**src/uart_8bit_defs.svh**
```systemverilog
// constants for the 8-bit serial port
`ifndef UART_8BIT_DEFS_SVH
`define UART_8BIT_DEFS_SVH
`define BAUD_DIV_DEFAULT 217
`define DATA_BITS 8
`define FIFO_DEPTH 8
`define BIT_LAST 3'h7
`define SAMPLE_MID_SHIFT 1
`define BAUD_DIV_MIN 4
`endif

```
**src/uart_8bit_pkg.sv**
```systemverilog
// package with the state types of the 8-bit serial port
`default_nettype none
package uart_8bit_pkg;
  typedef enum logic [3:0] {
    TX_IDLE = 4'h1,
    TX_START = 4'h2,
    TX_DATA = 4'h4,
    TX_STOP = 4'h8
  } tx_state_type;
  typedef enum logic [3:0] {
    RX_IDLE = 4'h1,
    RX_START = 4'h2,
    RX_DATA = 4'h4,
    RX_STOP = 4'h8
  } rx_state_type;
endpackage
`default_nettype wire

```
**src/byte_fifo.sv**
```systemverilog
// small valid/ready fifo for transmit bytes
`timescale 1ns/1ps
`default_nettype none
module byte_fifo #(
  parameter int WIDTH = 8,
  parameter int DEPTH = 8
) (
  input wire logic clk_sys, // system clock
  input wire logic reset, // async reset, high
  input wire logic inValid, // write offer
  output logic inReady, // space free
  input wire logic [WIDTH-1:0] inData, // write data
  output logic outValid, // data present
  input wire logic outReady, // consumer takes
  output logic [WIDTH-1:0] outData // head data
);
  localparam int AW = $clog2(DEPTH);
  initial begin
    if (DEPTH < 2 || (1 << AW) != DEPTH) $error("depth must be a power of two");
  end
  logic [WIDTH-1:0] mem [DEPTH];
  logic [AW:0] wrPtr, rdPtr, next_wrPtr, next_rdPtr;
  logic doWrite, doRead;
  // pointer arithmetic; extra msb separates full from empty
  always_comb begin
    doWrite = inValid && inReady;
    doRead = outValid && outReady;
    next_wrPtr = doWrite ? wrPtr + 1'b1 : wrPtr;
    next_rdPtr = doRead ? rdPtr + 1'b1 : rdPtr;
  end
  always_ff @(posedge clk_sys or posedge reset) begin
    if (reset) begin
      wrPtr <= '0;
      rdPtr <= '0;
    end else begin
      wrPtr <= next_wrPtr;
      rdPtr <= next_rdPtr;
    end
  end
  always_ff @(posedge clk_sys) begin
    if (doWrite) mem[wrPtr[AW-1:0]] <= inData;
  end
  // status and head, combinational from pointers
  assign inReady = !((wrPtr[AW] != rdPtr[AW]) && (wrPtr[AW-1:0] == rdPtr[AW-1:0]));
  assign outValid = (wrPtr != rdPtr);
  assign outData = mem[rdPtr[AW-1:0]];
endmodule // byte_fifo
`default_nettype wire

```
**src/uart_8bit.sv**
```systemverilog
// 8-bit asynchronous serial port, transmitter and receiver
`include "uart_8bit_defs.svh"
`timescale 1ns/1ps
`default_nettype none
module uart_8bit
  import uart_8bit_pkg::*;
#(
  parameter int BAUD_DIV = `BAUD_DIV_DEFAULT
) (
  input wire logic clk_sys, // 25 MHz system clock
  input wire logic reset, // async reset, high
  input wire logic frameLengthSelect, // 0 selects 8-bit frames
  input wire logic rxEnableBit, // receiver enable
  input wire logic multiprocCheckEnable, // require stop bit one
  input wire logic serialIntEnable, // interrupt enable
  input wire logic txWrite, // pulse: write data buffer
  input wire logic [7:0] txWriteData, // byte to send
  output logic txWriteReady, // fifo has room
  input wire logic txDoneClear, // pulse: clear tx done
  input wire logic rxDoneClear, // pulse: clear rx done
  input wire logic serialRxPin, // receive line
  output logic serialTxPin, // transmit line
  output logic [7:0] serialDataBuffer, // received byte
  output logic receivedNinthBit, // stored stop bit
  output logic txDoneFlag, // transmit done
  output logic rxDoneFlag, // receive done
  output logic serialIrq // interrupt request
);
  localparam int CW = $clog2(BAUD_DIV);
  localparam logic [CW-1:0] DIV_LAST = CW'(BAUD_DIV - 1);
  localparam logic [CW-1:0] DIV_HALF = CW'((BAUD_DIV >> `SAMPLE_MID_SHIFT) - 1);
  initial begin
    if (BAUD_DIV < `BAUD_DIV_MIN) $error("baud divider too small");
  end

  // transmit byte queue; writes while full are dropped, txWriteReady flags room a cycle late
  logic fifoValid, fifoTake;
  logic [7:0] fifoData;
  logic fifoInReady;
  byte_fifo #(.WIDTH(`DATA_BITS), .DEPTH(`FIFO_DEPTH)) txQueue (
    .clk_sys(clk_sys),
    .reset(reset),
    .inValid(txWrite),
    .inReady(fifoInReady),
    .inData(txWriteData),
    .outValid(fifoValid),
    .outReady(fifoTake),
    .outData(fifoData)
  );

  // ---- transmitter state
  tx_state_type txState, next_txState;
  logic [CW-1:0] txCnt, next_txCnt;
  logic [2:0] txBit, next_txBit;
  logic [7:0] txShift, next_txShift;
  logic next_serialTxPin, next_txDoneFlag, txDoneSet;
  // transmit sequencing; 9-bit mode is not served so the port stays idle there
  always_comb begin
    next_txState = txState;
    next_txCnt = txCnt;
    next_txBit = txBit;
    next_txShift = txShift;
    next_serialTxPin = serialTxPin;
    fifoTake = 1'b0;
    txDoneSet = 1'b0;
    unique case (txState)
      TX_IDLE: begin
        next_serialTxPin = 1'b1;
        if (fifoValid && !frameLengthSelect) begin
          fifoTake = 1'b1;
          next_txShift = fifoData;
          next_txCnt = '0;
          next_serialTxPin = 1'b0;
          next_txState = TX_START;
        end
      end
      TX_START, TX_DATA: begin
        if (txCnt == DIV_LAST) begin
          next_txCnt = '0;
          if (txState == TX_START) begin
            next_txBit = '0;
            next_txState = TX_DATA;
          end else begin
            next_txBit = txBit + 3'h1;
            next_txShift = {1'b0, txShift[7:1]};
          end
          if (txState == TX_DATA && txBit == `BIT_LAST) begin
            next_serialTxPin = 1'b1;
            txDoneSet = 1'b1;
            next_txState = TX_STOP;
          end else begin
            next_serialTxPin = (txState == TX_START) ? txShift[0] : txShift[1];
          end
        end else begin
          next_txCnt = txCnt + 1'b1;
        end
      end
      TX_STOP: begin
        if (txCnt == DIV_LAST) begin
          next_txState = TX_IDLE;
        end else begin
          next_txCnt = txCnt + 1'b1;
        end
      end
    endcase
    // set at stop-bit start; set beats clear
    next_txDoneFlag = txDoneSet | (txDoneFlag & ~txDoneClear);
  end
  always_ff @(posedge clk_sys or posedge reset) begin
    if (reset) begin
      txState <= TX_IDLE;
      txCnt <= '0;
      txBit <= '0;
      txShift <= '0;
      serialTxPin <= 1'b1;
      txDoneFlag <= 1'b0;
      txWriteReady <= 1'b0;
    end else begin
      txState <= next_txState;
      txCnt <= next_txCnt;
      txBit <= next_txBit;
      txShift <= next_txShift;
      serialTxPin <= next_serialTxPin;
      txDoneFlag <= next_txDoneFlag;
      txWriteReady <= fifoInReady;
    end
  end

  // ---- receiver state, independent of the transmitter
  rx_state_type rxState, next_rxState;
  logic [CW-1:0] rxCnt, next_rxCnt;
  logic [2:0] rxBit, next_rxBit;
  logic [7:0] rxShift, next_rxShift;
  logic [7:0] next_serialDataBuffer;
  logic next_receivedNinthBit, next_rxDoneFlag, rxLoad;
  // receive path has its own state and counter
  always_comb begin
    next_rxState = rxState;
    next_rxCnt = rxCnt;
    next_rxBit = rxBit;
    next_rxShift = rxShift;
    next_serialDataBuffer = serialDataBuffer;
    next_receivedNinthBit = receivedNinthBit;
    rxLoad = 1'b0;
    unique case (rxState)
      RX_IDLE: begin
        if (rxEnableBit && !frameLengthSelect && !serialRxPin) begin
          next_rxCnt = '0;
          next_rxState = RX_START;
        end
      end
      RX_START: begin
        // confirm start at mid-bit so a glitch is ignored
        if (rxCnt == DIV_HALF) begin
          next_rxCnt = '0;
          next_rxBit = '0;
          next_rxState = serialRxPin ? RX_IDLE : RX_DATA;
        end else begin
          next_rxCnt = rxCnt + 1'b1;
        end
      end
      RX_DATA: begin
        if (rxCnt == DIV_LAST) begin
          next_rxCnt = '0;
          next_rxShift = {serialRxPin, rxShift[7:1]};
          next_rxBit = rxBit + 3'h1;
          if (rxBit == `BIT_LAST) next_rxState = RX_STOP;
        end else begin
          next_rxCnt = rxCnt + 1'b1;
        end
      end
      RX_STOP: begin
        if (rxCnt == DIV_LAST) begin
          next_rxState = RX_IDLE;
          // load only when flag clear and stop ok
          if (!rxDoneFlag && (!multiprocCheckEnable || serialRxPin)) begin
            rxLoad = 1'b1;
            next_serialDataBuffer = rxShift;
            next_receivedNinthBit = serialRxPin;
          end
          // otherwise buffer and ninth bit hold
        end else begin
          next_rxCnt = rxCnt + 1'b1;
        end
      end
    endcase
    // software clear; a load in the same cycle wins
    next_rxDoneFlag = rxLoad | (rxDoneFlag & ~rxDoneClear);
  end
  always_ff @(posedge clk_sys or posedge reset) begin
    if (reset) begin
      rxState <= RX_IDLE;
      rxCnt <= '0;
      rxBit <= '0;
      rxShift <= '0;
      serialDataBuffer <= '0;
      receivedNinthBit <= 1'b0;
      rxDoneFlag <= 1'b0;
      serialIrq <= 1'b0;
    end else begin
      rxState <= next_rxState;
      rxCnt <= next_rxCnt;
      rxBit <= next_rxBit;
      rxShift <= next_rxShift;
      serialDataBuffer <= next_serialDataBuffer;
      receivedNinthBit <= next_receivedNinthBit;
      rxDoneFlag <= next_rxDoneFlag;
      serialIrq <= serialIntEnable & (next_txDoneFlag | next_rxDoneFlag);
    end
  end

  // ---- checks
  a_tx_done_stop: assert property (@(posedge clk_sys) disable iff (reset)
    $rose(txDoneFlag) |-> serialTxPin && txState == TX_STOP)
    else $error("tx done not at stop start");
  a_tx_start_low: assert property (@(posedge clk_sys) disable iff (reset)
    (txState == TX_IDLE && fifoValid && !frameLengthSelect) |=> !serialTxPin)
    else $error("start bit missing");
  a_rx_load_cond: assert property (@(posedge clk_sys) disable iff (reset)
    rxLoad |-> !rxDoneFlag)
    else $error("load while rx done set");
  a_rx_load_data: assert property (@(posedge clk_sys) disable iff (reset)
    rxLoad |=> rxDoneFlag && serialDataBuffer == $past(rxShift))
    else $error("load did not store byte");
  a_rx_hold_buf: assert property (@(posedge clk_sys) disable iff (reset)
    !rxLoad |=> $stable(serialDataBuffer) && $stable(receivedNinthBit))
    else $error("buffer changed without load");
  a_rx_disabled: assert property (@(posedge clk_sys) disable iff (reset)
    (rxState == RX_IDLE && !rxEnableBit) |=> rxState == RX_IDLE)
    else $error("receiver started while disabled");
  // request is registered, so it follows the enable of one cycle before
  a_irq_follow: assert property (@(posedge clk_sys) disable iff (reset)
    serialIrq == ($past(serialIntEnable) && (txDoneFlag || rxDoneFlag)))
    else $error("interrupt request wrong");
  a_tx_mode_sel: assert property (@(posedge clk_sys) disable iff (reset)
    (txState == TX_IDLE && frameLengthSelect) |=> txState == TX_IDLE)
    else $error("frame sent in 9-bit mode");
  a_frame_len: assert property (@(posedge clk_sys) disable iff (reset)
    (txState == TX_DATA && txBit == `BIT_LAST && txCnt == DIV_LAST) |=> txState == TX_STOP)
    else $error("frame length wrong");
endmodule // uart_8bit
`default_nettype wire

```
**config.mk**
```make
export PLATFORM = sky130hd
export DESIGN_NAME = uart_8bit
export DESIGN_NICKNAME = d
export VERILOG_FILES = /design/src/uart_8bit_pkg.sv /design/src/byte_fifo.sv /design/src/uart_8bit.sv
export VERILOG_INCLUDE_DIRS = /design/src
export SDC_FILE = /design/constraint.sdc
export NUM_CORES = 1
export LEC_CHECK = 0
export BUFFER_PORTS_ARGS = -buffer_cell sky130_fd_sc_hd__buf_4
export CAP_MARGIN = 20
export CORE_MARGIN = 5
export CORE_UTILIZATION = 40
export DETAILED_ROUTE_END_ITERATION = 10
export SLEW_MARGIN = 20
export SYNTH_ARGS = -nofsm -noshare
export SYNTH_HDL_FRONTEND = slang
export SYNTH_SLANG_ARGS = --single-unit
export TNS_END_PERCENT = 30
```
**constraint.sdc**
```tcl
create_clock -name clk_sys -period 4.06 [get_ports clk_sys]
set_clock_uncertainty 0.05 [all_clocks]
set_input_delay 0.609 -clock clk_sys [delete_from_list [all_inputs] [get_ports clk_sys]]
set_output_delay 0.609 -clock clk_sys [all_outputs]
set_load 0.01 [all_outputs]
```
==> results.ini <==
[status]
run_status = finished, final reports clean

[global_routing]
grt_overflow = 0
pin_count_of_the_biggest_net_entering_global_routing = 49
grt_antenna_before_repair = 0
grt_first_pass_wirelength_um = 17900
grt_util_all_layers_pct = 13.8
grt_pass1_vias = 3516

[sta]
fmaxAchievable_mhz = 368
report.final.setup_viol = 0
fin_crit_sh_pct = 66.9
postLayoutSetupSlackWorst_ns = 1.35
maxSlewViolCount = 0
layout_min_cycle_time_ns = 2.71
worstMarginPinSlew_ns = 0.999
setup_total_negative_slack_ns = 0
final_hold_viol_count = 0
grt_setup_unrepaired = false
worst_slew_margin_rel_pct = 33.1
fin_hold_ws_ns = 0.292

[floorplanning]
die_area_mm2 = 0.0170
floorplan.core_area_mm2 = 0.0144
effective_utilization_at_floorplan_pct = 40.5
io_pins = 32
die_h_um = 131
floorplan.die.width_um = 131
rows = 44

[yosys]
synthesis.instances = 414
main_combinational_cell_family_by_area_after_synthesis = multiplexers
postSynthRegisterBits = 132
synth_enable_flop_cells = 64
postSynth.asyncResetShare_pct = 51.5
synth.mux.area_fraction_pct = 12.2
post_synth_instance_area_mm2 = 0.00581
yosys_most_used_dff = sky130_fd_sc_hd__dfrtp_1
syn-num-nets = 442
compound_gate_portion_of_the_synthesized_area_pct = 8.57
synth_sequential_area_ratio_pct = 62.4
yosysWarningCount = 0
post_synth_xor_area_fraction_pct = 1.81
synth-adder-area-share_pct = 2.15
synth.distinct_cells = 58
synth_area_per_cell_um2 = 14.0
yosys.area_share.simple_pct = 10.6

[setup_path]
crit_path_max_fanout = 12
crit_path_top_delay_cell = sky130_fd_sc_hd__or4b_2
worst_path_largest_cell_delay_ns = 0.72
critPathLaunchType = flip-flop
timing.setup.critical_path_class = reg2reg
critical_path.startpoint = rxState[3]$_DFFE_PP0P_
timing.critical_path.to_type = flip-flop
critPathArrivalTime_ns = 2.96
worst_ep_required_time_ns = 4.31
cp_cell_sequence = or4b_2 -> nor2_1 -> o21ai_0 -> mux2_2
regToRegStartpoint = rxState[3]$_DFFE_PP0P_

[final_layout]
ratio_of_cells_with_drive_above_1_in_the_final_layout_pct = 26.7
areaGrowthSynthToFinish_pct = 16.8
finish.net_count = 484
final_instance_area_mm2 = 0.00679
antenna_cells = 0
layout.filler_cells = 1237
mostFrequentLayoutCell = sky130_fd_sc_hd__dfrtp_1
mostFrequentLayoutCells = 65 x sky130_fd_sc_hd__dfrtp_1, 64 x sky130_fd_sc_hd__edfxtp_1, 38 x sky130_fd_sc_hd__buf_4, 33 x sky130_fd_sc_hd__nand2_1, 28 x sky130_fd_sc_hd__o21ai_0
fin_cells = 653

[place]
gp_congestion = 0.801
place_area_mm2 = 0.00625
place.detailed.hpwl_um = 7410
place_worst_setup_slack_ns = 1.37
port-buffer-count = 31
place_inst = 620

[clock_tree]
clk-insertion-delay-late_ns = 0.42
numCtsBuffers = 17
post_cts_resized = 0
deepest_level_of_the_cts_h_tree = 4
cts_hold_fix_bufs = 0
clkSlewWorstSetupHoldPaths_ns = 0.06
clk_buf_depth = 2
cts_post_setup_buffers_inserted = 0
clock-root-buffer = sky130_fd_sc_hd__clkbuf_16
tritoncts_num_sinks = 132
cts_tree = built

[power_and_ir_drop]
share_clk_of_total_power_pct = 42.7
power_leakage_uw = 0.00266
power_report.internal_total_uw = 2420
reported_net_switching_power_uw = 784
max-vdd-ir-drop_mv = 0.436
switching_share_pct = 24.5
sequentialPowerShare_pct = 49.7
combPwrFrac_pct = 7.6
cellPowerDensity_mw_per_mm2 = 471

[routing]
avgRoutedWirePerCell_um = 16.5
detail_route.drc_violations = 0
route.antenna.remaining_nets = 0
routed_vias_inst = 5.27
route.vias.total = 3443
first_pass_iters = 4
first_iter_violations = 266
detail_route.wirelength_um = 10800

[worst_hold_path]
worstHoldPathType = in2async

[run]
maximum_capacitance_violations = 0

worst max-delay path: cells and delay by family (launching register included):
kind,cells,cell delay [ns]
muxes,1,0.33
DFF,1,0.49
AOI/OAI and AO/OA,1,0.33
and+or+nand+nor,2,1.39
metal layers:
metal	vias up	part of all wire [%]	GRT usage (%)
met5	-	0	0
met4	0	0.92	4.90
met3	11	3.2	4.63
met2	46	50	22.4
met1	1718	46	17.3
li1	1668	-	-
path summary, 6_finish.rpt:
path                       slack, ns  depth (start not counted)                               to
min reg2reg                     0.43                          2           txShift[3]$_DFFE_PP0P_
max                             1.35                          4             rxBit[0]$_DFFE_PP0P_
min in group clk_sys            0.38                          2             txDoneFlag$_DFF_PP0_
min                             0.29                          2             txCnt[7]$_DFFE_PP0P_
max in group asynchronous       2.91                          3  serialDataBuffer[4]$_DFFE_PP0P_
max reg2reg                     1.35                          4             rxBit[0]$_DFFE_PP0P_
synthesized netlist by cell type, types with 5 or more instances:
cell                       instances  area share (%)
sky130_fd_sc_hd__clkbuf_1          5            0.32
sky130_fd_sc_hd__o21ai_0          28             2.4
sky130_fd_sc_hd__a22o_1           10             1.5
sky130_fd_sc_hd__buf_2             7            0.60
sky130_fd_sc_hd__nand3_1          14             1.2
sky130_fd_sc_hd__nor3_1            7            0.60
sky130_fd_sc_hd__mux2i_1          11             1.9
sky130_fd_sc_hd__inv_1            14            0.90
sky130_fd_sc_hd__mux4_2           16             6.2
sky130_fd_sc_hd__edfxtp_1         64              33
sky130_fd_sc_hd__dfrtp_1          65              28
sky130_fd_sc_hd__nor2_1           19             1.2
sky130_fd_sc_hd__a31oi_1           5            0.54
sky130_fd_sc_hd__xnor2_1          10             1.5
sky130_fd_sc_hd__ha_1             10             2.2
sky130_fd_sc_hd__nand2b_1          5            0.54
sky130_fd_sc_hd__nand2_1          33             2.1
sky130_fd_sc_hd__mux2_2           21             4.1
power groups by stage:
stage	logic (uW)	clock network (uW)	registers [uW]
2_1_floorplan	172	0	1590
3_3_place_gp	243	0	1610
5_1_grt	268	1470	1600
6_report	244	1370	1590
3_5_place_dp	250	0	1620
4_1_cts	251	1400	1590
final cells by class:
type / count / area [um^2] / area share [%]
Tap cell: 184 / 230 / 3.39
Sequential cell: 132 / 3630 / 53.4
Timing Repair Buffer: 39 / 293 / 4.31
Inverter: 14 / 53.8 / 0.792
Multi-Input combinational cell: 252 / 2050 / 30.2
Clock inverter: 14 / 104 / 1.53
Clock buffer: 18 / 429 / 6.32
stage by stage:
step	utilization (%)	power, uW
2_1_floorplan	-	1760
3_3_place_gp	43.5	1850
3_5_place_dp	43.5	1870
4_1_cts	47.2	3250
5_1_grt	47.2	3330
6_report	47.2	3200
registers in the layout, summed over array words and instances, names as in the netlist:
| name | count |
|---|---|
| txQueue.mem | 64 |
| rxCnt | 8 |
| rxShift | 8 |
| serialDataBuffer | 8 |
| txCnt | 8 |
| txShift | 8 |
| rxState | 4 |
| txQueue.rdPtr | 4 |
| txQueue.wrPtr | 4 |
| txState | 4 |
| rxBit | 3 |
| txBit | 3 |
| receivedNinthBit | 1 |
| rxDoneFlag | 1 |
| serialIrq | 1 |
| serialTxPin | 1 |
| txDoneFlag | 1 |
| txWriteReady | 1 |
logic make-up (layout without fill, tap and decap cells):
kind of cell	count (synthesis)	after routing
buffers and inverters	30	85
AO/OA/AOI/OAI	73	73
flip-flops	132	132
adder cells (fa/ha/maj)	10	10
XOR/XNOR	12	12
multiplexers	48	48
AND/OR/NAND/NOR	109	109
Power figures use the tool's default switching activity.
